--- src/core/pkw_pkg.sv ---
// shared constants for the port, external interrupt and keypad wake block
package pkw_pkg;
  // geometry
  localparam int PORT_W = 8;
  localparam int NPORT = 3;
  localparam int NPIN = 24;
  // per-pin output modes, bit a then bit b
  localparam logic [1:0] MODE_QUASI = 2'h0;
  localparam logic [1:0] MODE_PUSH = 2'h1;
  localparam logic [1:0] MODE_INPUT = 2'h2;
  localparam logic [1:0] MODE_OPEN = 2'h3;
  // timing, in cpu clocks
  localparam int MC_CLKS = 6;
  localparam int STRONG_PU_CLKS = 2;
  localparam int MC_CNT_W = 3;
  localparam logic [MC_CNT_W-1:0] MC_LAST = MC_CNT_W'(MC_CLKS - 1);
  localparam logic [1:0] STRONG_PU_CNT = 2'(STRONG_PU_CLKS);
  // fixed-function pins, flat index = port*8 + bit
  localparam int PIN_OD_A = 10;
  localparam int PIN_OD_B = 11;
  localparam int PIN_RST = 13;
  localparam int PIN_X2 = 16;
  localparam int PIN_X1 = 17;
  localparam int P2_PINS = 2;
  // register offsets
  localparam logic [3:0] ADDR_P0_LATCH = 4'h0;
  localparam logic [3:0] ADDR_P1_LATCH = 4'h1;
  localparam logic [3:0] ADDR_P2_LATCH = 4'h2;
  localparam logic [3:0] ADDR_P0_MODE_A = 4'h3;
  localparam logic [3:0] ADDR_P0_MODE_B = 4'h4;
  localparam logic [3:0] ADDR_P1_MODE_A = 4'h5;
  localparam logic [3:0] ADDR_P1_MODE_B = 4'h6;
  localparam logic [3:0] ADDR_P2_MODE_A = 4'h7;
  localparam logic [3:0] ADDR_P2_MODE_B = 4'h8;
  localparam logic [3:0] ADDR_TIRQ_CTRL = 4'h9;
  localparam logic [3:0] ADDR_KEYPAD_EN = 4'hA;
  localparam logic [3:0] ADDR_AUX_CTRL = 4'hB;
  localparam logic [3:0] ADDR_IRQ_EN = 4'hC;
  localparam logic [3:0] ADDR_P0_PINS = 4'hD;
  localparam logic [3:0] ADDR_P1_PINS = 4'hE;
  localparam logic [3:0] ADDR_P2_PINS = 4'hF;
  // port2 mode-a register fields above the two mode bits
  localparam int P2A_SCHMITT0 = 2;
  localparam int P2A_TOG0 = 5;
  localparam int P2A_TOG1 = 6;
  localparam int P2A_CLKOUT = 7;
  // timer/irq control fields
  localparam int TIRQ_EDGE0 = 0;
  localparam int TIRQ_FLAG0 = 1;
  localparam int TIRQ_EDGE1 = 2;
  localparam int TIRQ_FLAG1 = 3;
  // auxiliary and enable fields
  localparam int AUX_KB_FLAG = 0;
  localparam int IEN_EXT0 = 0;
  localparam int IEN_EXT1 = 1;
  localparam int IEN_KB = 2;
  // reset values
  localparam logic [NPIN-1:0] MODE_RESET = 24'h000000;
  localparam logic [5:0] P2CFG_RESET = 6'h00;
endpackage : pkw_pkg

--- src/core/pkw_port_io.sv ---
// port pin drivers, external interrupt sensing and keypad wake logic
`timescale 1ns/1ps
// Functional notes
// RULE1 - edge select clear: low level requests interrupt
// RULE2 - edge select set: high then low sample
// RULE3 - source holds each level six cpu clocks
// RULE4 - edge mode: high one cycle, low one
// RULE5 - edge flag clears when interrupt is vectored
// RULE6 - level flag tracks pin, reasserts if low
// RULE7 - enabled external interrupt wakes idle/power down
// RULE8 - two mode bits pick output type
// RULE9 - quasi-bidirectional is the reset mode
// RULE10 - quasi: very weak pull-up when latch one
// RULE11 - quasi: weak pull-up when latch, pin one
// RULE12 - quasi: strong pull-up two clocks on rise
// RULE13 - open drain: no pull-ups, pull-down on zero
// RULE14 - push-pull: strong pull-up while latch one
// RULE15 - fixed open-drain pins, reset pin input
// RULE16 - crystal option disables two port2 pins
// RULE17 - reset level from nonvolatile bit, quasi mode
// RULE18 - per-port schmitt select, fixed pins always
// RULE19 - spare port2 mode bits hold extra enables
// RULE20 - enabled port0 pin low sets keypad flag
// RULE21 - keypad flag software cleared, gated request
// RULE22 - keypad interrupt wakes idle/power down
// RULE23 - input only: all drivers off, readable
module pkw_port_io
  import pkw_pkg::*;
#(
  parameter int PIN_COUNT = NPIN
)(
  input wire logic clk, // cpu clock
  input wire logic reset_n, // synchronous reset
  input wire logic [3:0] reg_addr, // register address
  input wire logic [7:0] reg_wdata, // write data
  input wire logic reg_we, // write strobe
  input wire logic reg_re, // read strobe
  output logic [7:0] reg_rdata, // read data, cycle after strobe
  input wire logic [NPIN-1:0] pin_in, // pin levels, port*8+bit
  output logic [NPIN-1:0] pin_pull_down, // pull-down on
  output logic [NPIN-1:0] pin_pu_very_weak, // very weak pull-up on
  output logic [NPIN-1:0] pin_pu_weak, // weak pull-up on
  output logic [NPIN-1:0] pin_pu_strong, // strong pull-up on
  output logic [NPIN-1:0] pin_in_en, // input buffer on
  output logic [NPIN-1:0] pin_schmitt, // schmitt input selected
  input wire logic [1:0] ext_irq_pin_n, // external interrupt pins
  input wire logic [1:0] ext_irq_vector, // cpu vectors to ext irq
  input wire logic port_reset_high_cfg, // nonvolatile reset level
  input wire logic crystal_osc_sel, // crystal oscillator option
  input wire logic internal_reset_cfg, // internal reset option
  input wire logic cpu_idle, // cpu in idle
  input wire logic cpu_power_down, // cpu in power down
  output logic [1:0] ext_irq_request, // external interrupt requests
  output logic keypad_irq_request, // keypad interrupt request
  output logic cpu_wake, // wake from idle or power down
  output logic [1:0] timer_toggle_en, // timer toggle output enables
  output logic clock_out_en // clock output enable
);

  if (PIN_COUNT != NPIN)
  begin : g_bad_pins
    $error("pkw_port_io supports exactly 24 pin positions");
  end

  typedef struct packed {
    logic [NPIN-1:0] latch;
    logic [NPIN-1:0] mode_a;
    logic [NPIN-1:0] mode_b;
    logic [5:0] p2cfg;
    logic [1:0] edge_sel;
    logic [1:0] req;
    logic [1:0] last_smp;
    logic [MC_CNT_W-1:0] mc_cnt;
    logic [NPIN-1:0][1:0] sp_cnt;
    logic [7:0] kb_mask;
    logic kb_flag;
    logic [2:0] irq_en;
    logic [7:0] rdata;
  } pkw_state_type;

  pkw_state_type st_q;
  pkw_state_type st_d;
  logic [NPIN-1:0] pin_seen;
  logic [7:0] wide_tirq;
  logic kb_hit;
  logic mc_tick;

  // pin read value: disabled inputs read as zero
  assign pin_seen = pin_in & pin_in_en;
  assign mc_tick = (st_q.mc_cnt == MC_LAST);
  // keypad active only while some pin is enabled
  assign kb_hit = |(st_q.kb_mask & ~pin_seen[PORT_W-1:0]); // RULE20
  assign wide_tirq = {4'h0, st_q.req[1], st_q.edge_sel[1], st_q.req[0], st_q.edge_sel[0]};

  for (genvar i = 0; i < NPIN; i++)
  begin : g_pin
    logic [1:0] mode;
    logic absent;
    logic disabled;
    logic quasi;
    logic lat;
    // pins above the two port2 pins do not exist
    assign absent = (i >= 2 * PORT_W + P2_PINS);
    assign disabled = absent || (crystal_osc_sel && (i == PIN_X1 || i == PIN_X2)); // RULE16
    assign lat = st_q.latch[i];
    always_comb
    begin
      if (i == PIN_OD_A || i == PIN_OD_B)
        mode = MODE_OPEN; // RULE15
      else if (i == PIN_RST)
        mode = MODE_INPUT; // RULE15
      else
        mode = {st_q.mode_a[i], st_q.mode_b[i]}; // RULE8
    end
    assign quasi = (mode == MODE_QUASI) && !disabled;
    // input and open drain never drive high
    assign pin_pu_very_weak[i] = quasi && lat; // RULE10
    assign pin_pu_weak[i] = quasi && lat && pin_in[i]; // RULE11
    // latch gate stops the strong pulse fighting a fresh pull-down
    assign pin_pu_strong[i] = !disabled && ((quasi && lat && st_q.sp_cnt[i] != 2'h0) // RULE12
      || (mode == MODE_PUSH && lat)); // RULE14
    assign pin_pull_down[i] = !disabled && mode != MODE_INPUT && !lat; // RULE13 RULE23
    assign pin_in_en[i] = !disabled && (i != PIN_RST || internal_reset_cfg); // RULE15 RULE23
    assign pin_schmitt[i] = (i == PIN_OD_A || i == PIN_OD_B || i == PIN_RST) // RULE18
      || st_q.p2cfg[P2A_SCHMITT0 - 2 + i / PORT_W];
  end

  always_comb
  begin
    logic [1:0] smp;
    logic [1:0] edge_set;
    logic [NPIN-1:0] new_latch;
    smp = ext_irq_pin_n;
    edge_set = 2'h0;
    new_latch = st_q.latch;
    st_d = st_q;
    st_d.mc_cnt = mc_tick ? '0 : st_q.mc_cnt + MC_CNT_W'(1);
    // strong pull-up countdown
    for (int i = 0; i < NPIN; i++)
    begin
      if (st_q.sp_cnt[i] != 2'h0)
        st_d.sp_cnt[i] = st_q.sp_cnt[i] - 2'h1;
    end
    // register writes
    if (reg_we)
    begin
      case (reg_addr)
        ADDR_P0_LATCH: new_latch[7:0] = reg_wdata;
        ADDR_P1_LATCH: new_latch[15:8] = reg_wdata;
        ADDR_P2_LATCH: new_latch[23:16] = reg_wdata;
        ADDR_P0_MODE_A: st_d.mode_a[7:0] = reg_wdata;
        ADDR_P0_MODE_B: st_d.mode_b[7:0] = reg_wdata;
        ADDR_P1_MODE_A: st_d.mode_a[15:8] = reg_wdata;
        ADDR_P1_MODE_B: st_d.mode_b[15:8] = reg_wdata;
        ADDR_P2_MODE_A:
        begin
          st_d.mode_a[17:16] = reg_wdata[1:0];
          st_d.p2cfg = reg_wdata[7:2]; // RULE19
        end
        ADDR_P2_MODE_B: st_d.mode_b[17:16] = reg_wdata[1:0];
        ADDR_TIRQ_CTRL:
        begin
          st_d.edge_sel[0] = reg_wdata[TIRQ_EDGE0];
          st_d.edge_sel[1] = reg_wdata[TIRQ_EDGE1];
          st_d.req[0] = reg_wdata[TIRQ_FLAG0];
          st_d.req[1] = reg_wdata[TIRQ_FLAG1];
        end
        ADDR_KEYPAD_EN: st_d.kb_mask = reg_wdata;
        ADDR_AUX_CTRL: st_d.kb_flag = reg_wdata[AUX_KB_FLAG]; // RULE21
        ADDR_IRQ_EN: st_d.irq_en = reg_wdata[2:0];
        default: st_d.irq_en = st_q.irq_en;
      endcase
    end
    // a 0 to 1 latch change arms the strong pull-up
    for (int i = 0; i < NPIN; i++)
    begin
      if (new_latch[i] && !st_q.latch[i])
        st_d.sp_cnt[i] = STRONG_PU_CNT; // RULE12
    end
    st_d.latch = new_latch;
    // edge flags: vector clears, a fresh edge beats any clear
    for (int n = 0; n < 2; n++)
    begin
      if (st_q.edge_sel[n] && ext_irq_vector[n])
        st_d.req[n] = 1'b0; // RULE5
      if (mc_tick)
      begin
        st_d.last_smp[n] = smp[n];
        // one sample per machine cycle; source must hold six clocks
        if (st_q.edge_sel[n])
          edge_set[n] = st_q.last_smp[n] && !smp[n]; // RULE2 RULE3 RULE4
        else
          st_d.req[n] = !smp[n]; // RULE1 RULE6
      end
      if (edge_set[n])
        st_d.req[n] = 1'b1; // RULE2
    end
    // level mode flag follows the sampled pin, software writes ignored
    for (int n = 0; n < 2; n++)
    begin
      if (!st_q.edge_sel[n] && !mc_tick && reg_we && reg_addr == ADDR_TIRQ_CTRL)
        st_d.req[n] = st_q.req[n]; // RULE6
    end
    // set beats software clear
    if (kb_hit)
      st_d.kb_flag = 1'b1; // RULE20 RULE21
    // read data, one cycle after the strobe
    st_d.rdata = 8'h00;
    if (reg_re)
    begin
      case (reg_addr)
        ADDR_P0_LATCH: st_d.rdata = st_q.latch[7:0];
        ADDR_P1_LATCH: st_d.rdata = st_q.latch[15:8];
        ADDR_P2_LATCH: st_d.rdata = st_q.latch[23:16];
        ADDR_P0_MODE_A: st_d.rdata = st_q.mode_a[7:0];
        ADDR_P0_MODE_B: st_d.rdata = st_q.mode_b[7:0];
        ADDR_P1_MODE_A: st_d.rdata = st_q.mode_a[15:8];
        ADDR_P1_MODE_B: st_d.rdata = st_q.mode_b[15:8];
        ADDR_P2_MODE_A: st_d.rdata = {st_q.p2cfg, st_q.mode_a[17:16]};
        ADDR_P2_MODE_B: st_d.rdata = {6'h00, st_q.mode_b[17:16]};
        ADDR_TIRQ_CTRL: st_d.rdata = wide_tirq;
        ADDR_KEYPAD_EN: st_d.rdata = st_q.kb_mask;
        ADDR_AUX_CTRL: st_d.rdata = {7'h00, st_q.kb_flag};
        ADDR_IRQ_EN: st_d.rdata = {5'h00, st_q.irq_en};
        ADDR_P0_PINS: st_d.rdata = pin_seen[7:0];
        ADDR_P1_PINS: st_d.rdata = pin_seen[15:8];
        ADDR_P2_PINS: st_d.rdata = pin_seen[23:16];
        default: st_d.rdata = 8'h00;
      endcase
    end
  end

  always_ff @(posedge clk)
  begin
    if (!reset_n)
    begin
      st_q <= '0;
      // reset level strap, caught while reset is held
      st_q.latch <= {NPIN{port_reset_high_cfg}}; // RULE17
      st_q.mode_a <= MODE_RESET; // RULE9 RULE17
      st_q.mode_b <= MODE_RESET; // RULE9
      st_q.p2cfg <= P2CFG_RESET;
      st_q.last_smp <= 2'h3;
    end
    else
      st_q <= st_d;
  end

  assign reg_rdata = st_q.rdata;
  assign ext_irq_request[0] = st_q.req[0] && st_q.irq_en[IEN_EXT0];
  assign ext_irq_request[1] = st_q.req[1] && st_q.irq_en[IEN_EXT1];
  assign keypad_irq_request = st_q.kb_flag && st_q.irq_en[IEN_KB]; // RULE21
  // any enabled request wakes a sleeping cpu
  assign cpu_wake = (cpu_idle || cpu_power_down)
    && (|ext_irq_request || keypad_irq_request); // RULE7 RULE22
  assign timer_toggle_en = {st_q.p2cfg[P2A_TOG1 - 2], st_q.p2cfg[P2A_TOG0 - 2]}; // RULE19
  assign clock_out_en = st_q.p2cfg[P2A_CLKOUT - 2]; // RULE19

endmodule : pkw_port_io

--- config.mk ---
export PLATFORM = sky130hd
export DESIGN_NAME = pkw_port_io
export DESIGN_NICKNAME = d
export VERILOG_FILES = /design/src/core/pkw_pkg.sv /design/src/core/pkw_port_io.sv
export SDC_FILE = /design/constraint.sdc
export NUM_CORES = 1
export LEC_CHECK = 0
export ABC_AREA = 0
export ABC_CLOCK_PERIOD_IN_PS = 1400
export BUFFER_PORTS_ARGS = -buffer_cell sky130_fd_sc_hd__buf_2
export CAP_MARGIN = 20
export CORE_MARGIN = 10
export CORE_UTILIZATION = 47
export CTS_CLUSTER_SIZE = 40
export DETAILED_ROUTE_END_ITERATION = 12
export PLACE_DENSITY = 0.77
export SYNTH_ARGS = -nofsm -noshare
export SYNTH_HDL_FRONTEND = slang
export SYNTH_SLANG_ARGS = --single-unit
--- constraint.sdc ---
create_clock -name clk -period 1.4 [get_ports clk]
set_input_delay 0.21 -clock clk [delete_from_list [all_inputs] [get_ports clk]]
set_output_delay 0.21 -clock clk [all_outputs]
set_load 0.01 [all_outputs]
; ---- Word-level counts from Yosys, hierarchy flattened
; Index checks and enable logic that the tools add are counted.
[classes]
add_sub_neg = 25
multipliers = 0
n_div = 0
order_cmp = 0
n_eq_ne = 46
n_shift = 0
muxes = 87
bitwise = 4
n_reduce_logical = 270
[op_table]
columns = op, count
row1 = two-way mux 155 bit, 1
row2 = one-hot mux 8 bit (16 select lines), 1
row3 = logical AND 1 bit, 119
row4 = two-way mux 2 bit, 50
row5 = nonzero test 2 bit, 50
row6 = two-way mux 8 bit, 9
row7 = OR reduction 2 bit, 26
row8 = subtractor 2 x 1 -> 2 bit (second input constant), 24
row9 = equality test 4 bit (second input constant), 8
row10 = equality test 2 x 1 -> 1 bit (second input constant), 15
row11 = logical NOT 1 bit, 30
row12 = logical NOT 2 bit, 15
row13 = inequality test 2 bit (second input constant), 15
row14 = two-way mux 28 bit, 1
row15 = bitwise AND 24 x 18 -> 24 bit, 1
row16 = two-way mux 24 bit, 1
row17 = AND reduction 2 bit, 11
row18 = two-way mux 1 bit, 18
row19 = two-way mux 18 bit, 1
row20 = logical OR 1 bit, 17
row21 = equality test 4 x 3 -> 1 bit (second input constant), 4
row22 = two-way mux 12 bit, 1
row23 = bitwise AND 8 bit, 1
row24 = equality test 4 x 2 -> 1 bit (second input constant), 2
row25 = other kinds (10), 11
[totals]
register_bits = 143
latch_bits = 0
ram_bits = 0
rom_bits = 0
in_bits = 49
output_inout_bits = 159
word_cells = 497
mem_count = 0

; ---- Depth between registers and ports, before layout
[logic_depth]
ltp_word = 9
mapped_depth = 7

; ---- Worst setup path after synthesis
; Ideal clock, no wire load.
[synth_path]
kind = input-to-reg
from = input port reg_addr[2]
to = register st_q (netlist bit reg_rdata[7])
setup_time_ns = 0.120
t_arrival_ns = 1.299
t_required_ns = 1.280
slack_ns = -0.019
cell_stages = 6
n_path_buf = 2
path_cell_list = buf_2 -> buf_4 -> mux2_2 -> a221o_1 -> o211ai_1 -> a21oi_1
[synth_via]
elab_chain_cells = 2
elab_cells_between_ends = 17
classes_between = eq/ne (15) / mux (1) / reduce/logical (1)
[synth_rtl]
columns = item, line_no
row1 = start: declaration, pkw_port_io.sv:34  ; input wire logic [3:0] reg_addr,
row2 = equality test 4 bit (tied with other cells), pkw_port_io.sv:211  ; case (reg_addr)
row3 = one-hot mux 8 bit (16 select lines) *, pkw_port_io.sv:211
row4 = end signal: assignment, pkw_port_io.sv:246  ; st_q <= st_d;
row5 = end: declaration, pkw_port_io.sv:81  ; pkw_state_type st_q;
; Every way passes the cells marked *; elsewhere a longest branch is shown, timed or not.
; A chain may end at the register's enable or synchronous reset.

; ---- Worst setup path after layout
[layout_path]
from = register st_q[74] (netlist bit)
to = output port cpu_wake
[layout_via]
elab_chain_cells = 4
[layout_rtl]
columns = item, line_no
row1 = logical AND 1 bit, pkw_port_io.sv:251  ; assign ext_irq_request[1] = st_q.req[1] && st_q.irq_en[IEN_EXT1];
row2 = OR reduction 2 bit, pkw_port_io.sv:255  ; && (|ext_irq_request || keypad_irq_request);
row3 = logical OR 1 bit, pkw_port_io.sv:255
row4 = logical AND 1 bit, pkw_port_io.sv:255
row5 = end: declaration, pkw_port_io.sv:55  ; output logic cpu_wake,
; Every way passes these cells.

==> results.sh <==
export IMPL_netlist_area_sq_um=7040
export IMPL_antenna_left=0
export IMPL_crit_required_ns=1.19
export IMPL_dieArea_sq_um=20300
export IMPL_peakVddDrop_mv=0.935
export IMPL_core_area_sq_um=14600
export IMPL_yosys_area_top_type="dfxtp_1"
export IMPL_fin_skew_ns=0.0108
export IMPL_clk_latency_ns=0.43
export IMPL_cts_sinks=125
export IMPL_drive_above_1_share=0.423
export IMPL_setup_violations=19
export IMPL_max_slew_margin_rel=0.520
export IMPL_synthCells=882
export IMPL_max_freq_mhz=638
export IMPL_fin_ws_ns=-0.169
export IMPL_cts_buffers=17
export IMPL_cts_tree="yes"
export IMPL_ys_ff_latch=125
export IMPL_dr_total_vias=7184
export IMPL_crit_end="cpu_wake"
export IMPL_final_net_count=1129
export IMPL_fill_cells=1146
export IMPL_crit_path_cell_trace="and2_4 > o32a_1 > buf_2"
export IMPL_final_min_clock_period_ns=1.57
export IMPL_drt_wirelength_per_cell_microns=20.2
export IMPL_placed_cells=1211
export IMPL_ys_seq_area_frac=0.368
export IMPL_rsz0062_at_grt="true"
export IMPL_post_drt_via_cell_ratio=5.63
export IMPL_cp_start_kind="flop"
export IMPL_num_rows=44
export IMPL_dp_hpwl_mm=18.3
export IMPL_r2r_cells=5
export IMPL_r2r_slack_ns=0.04
export IMPL_hold_viol_final=0
export IMPL_min_period_over_period=1.12
export IMPL_track_usage=0.232
export IMPL_critPathArrivalTime_ns=1.36
export IMPL_pin_count=208
export IMPL_syn_to_final_growth_pct=36.6
export IMPL_cts_max_path_buffers=2
export IMPL_violations="setup timing"
export IMPL_outcome="finished, violations left"
export IMPL_slew_violations=0
export IMPL_worstSetupPathType="reg2out"
export IMPL_htreeDepth=4
export IMPL_remaining_drc_errors=0
export IMPL_timing_rr_start="g_pin[4].mode[1]"
export IMPL_dieWidth_microns=142
export IMPL_diodes=0
export IMPL_first_pass_iters=5
export IMPL_grt_max_degree=44
export IMPL_start_util=0.483
export IMPL_drt_wl_total_mm=25.8
export IMPL_grt_pass1_vias=6624
export IMPL_overflow=0
export IMPL_ys_async_sr_fraction=0
export IMPL_regArea_sq_um=2740
export IMPL_power_leakage_nw=4.25
export IMPL_endpoint_kind="primary output"
export IMPL_crit_path_start="st_q[74]"
export IMPL_synth_top_area_share=0.330
export IMPL_cap_violations=0
export IMPL_synth_area_per_cell_sq_um=7.99
export IMPL_multi_input_area_sq_um=4100
export IMPL_antenna_found_initial=0
export IMPL_io_buffer_count=143
export IMPL_regToRegEndpoint="reg_rdata[4]"
export IMPL_layoutNonFillerInstCount=1275
export IMPL_synth_distinct_cells=66
export IMPL_power_density_nw_per_um2=1020
export IMPL_report_power_total_mw=9.79
export IMPL_synth_edff_count=9
export IMPL_synth_ff_type="dfxtp_1"
export IMPL_clk_pin_slew_ns=0.05
export IMPL_worstPathMaxFanout=2
export IMPL_first_iter_violations=584
export IMPL_hp_class="in2reg"
export IMPL_gp_congestion=0.995
export IMPL_cp_slowest_cell="dfxtp_4"
export IMPL_yosys_warnings=0
export IMPL_cts_root_buf="clkbuf_16"
export IMPL_netlist_top_cells_area="dfxtp_1 (33%), buf_4 (10%), a21oi_1 (5.7%)"
export IMPL_max_stage_delay_ns=0.34
export IMPL_final_core_util=0.659
export IMPL_grt_first_pass_wirelength_mm=36.9
export IMPL_die_h_microns=142
export IMPL_tightest_slew_ns=0.718
cell usage after synthesis (4+ instances only):
| cell | number |
|---|---|
| a211oi_1 | 6 |
| a21oi_1 | 80 |
| dfxtp_1 | 116 |
| nand2_1 | 92 |
| nand4_1 | 5 |
| buf_1 | 6 |
| nor4_1 | 4 |
| nor3b_2 | 6 |
| nor3b_1 | 12 |
| edfxtp_1 | 9 |
| mux2i_1 | 24 |
| nor2_1 | 66 |
| nor2b_1 | 8 |
| buf_2 | 20 |
| a21o_1 | 6 |
| o21a_1 | 15 |
| o21ai_1 | 35 |
| clkbuf_1 | 24 |
| o22ai_1 | 5 |
| a31oi_1 | 21 |
| nand3_1 | 6 |
| o21ai_0 | 15 |
| and2_1 | 35 |
| nor2_2 | 5 |
| nand3b_1 | 10 |
| nor3_1 | 35 |
| and3_1 | 5 |
| a22o_1 | 4 |
| inv_1 | 35 |
| a31o_1 | 5 |
| buf_4 | 95 |
| nand2b_1 | 19 |
worst max-delay path: cells and delay by family, from the launching register on:
family	cells	cell delay, ns
flip-flops	1	0.34
AO/OA/AOI/OAI	1	0.32
buffers and inverters	1	0.14
AND/OR/NAND/NOR	1	0.13
layout by cell type (no fill, tap or decap), drive strengths merged, types with 25 or more instances in the layout:
master / n
o21ai: 50
inv: 36
clkbuf: 25
a21oi: 80
and2: 35
nor2: 73
nor3: 35
nand2: 92
buf: 266
conb: 58
dfxtp: 116
registers in the layout (all words and copies together) (netlist names), named ones only:
signal and count:
clock_out_en 1, pin_schmitt 3, g_pin.mode 30, timer_toggle_en 2, g_pin.lat 15, st_q 57, reg_rdata 8
routing by layer:
layer  GRT usage  vias up  routed length, microns
met4      0.0708        0                     525
met5           0        -                       0
li1            -     3303                       -
met1       0.295     3390                   10400
met3      0.0731       43                    2840
met2       0.367      448                   12000
worst min-delay path by stage:
stage / startpoint / to / slack [ns] / cells after the start
CTS: ext_irq_vector[1] / st_q[74] / 0.06 / 3
global route: ext_irq_vector[1] / st_q[74] / 0.08 / 3
finish: ext_irq_vector[1] / st_q[74] / 0.06 / 3
detailed placement: st_q[28] / st_q[28] / 0.43 / 1
floorplan: reg_wdata[0] / g_pin[0].lat / 0.37 / 2
global placement: st_q[30] / st_q[30] / 0.42 / 1
logic make-up (layout without fill, tap and decap cells):
| logic type | Yosys count | in the layout | synth area share |
|---|---|---|---|
| AOI/OAI and AO/OA | 219 | 219 | 0.190 |
| adders and majority gates | 2 | 2 | 0.00355 |
| buffers and inverters | 182 | 335 | 0.151 |
| DFF | 125 | 125 | 0.368 |
| muxes | 30 | 30 | 0.0469 |
| other | 2 | 58 | 0.00107 |
| and+or+nand+nor | 322 | 322 | 0.239 |
power breakdown:
group | switching (mW) | total (mW) | internal, mW
clock | 1.59 | 4.38 | 2.79
sequential | 0.136 | 3.83 | 3.69
combinational | 0.914 | 1.58 | 0.662
stage by stage:
step	TNS, ns	area [sq um]	hold slack (ns)	worst slack (ns)
2_1_floorplan	0	7260	0.370	0.00539
3_3_place_gp	-15.86	8030	0.421	-0.562
3_5_place_dp	-18.98	8030	0.430	-0.439
4_1_cts	-1.07	9170	0.0645	-0.173
5_1_grt	-2.12	9620	0.0845	-0.197
6_report	-0.914	9620	0.0632	-0.169
cell type report:
cell class,instances,area share
tap,184,0.0239
inverter,37,0.0144
multi-input combinational,631,0.426
timing repair buffer,266,0.190
sequential,125,0.285
clock buffer,25,0.0515
clock inverter,7,0.00911
repair_timing:
| action | in CTS | in global routing |
|---|---|---|
| resized for setup | 131 | 96 |
| pin swaps | 31 | 35 |
| endpoints found under the setup margin | 58 | 54 |
| hold buffers | 0 | 0 |
| setup buffers | 21 | 11 |
Note: power is estimated with default switching activity, not from simulation.
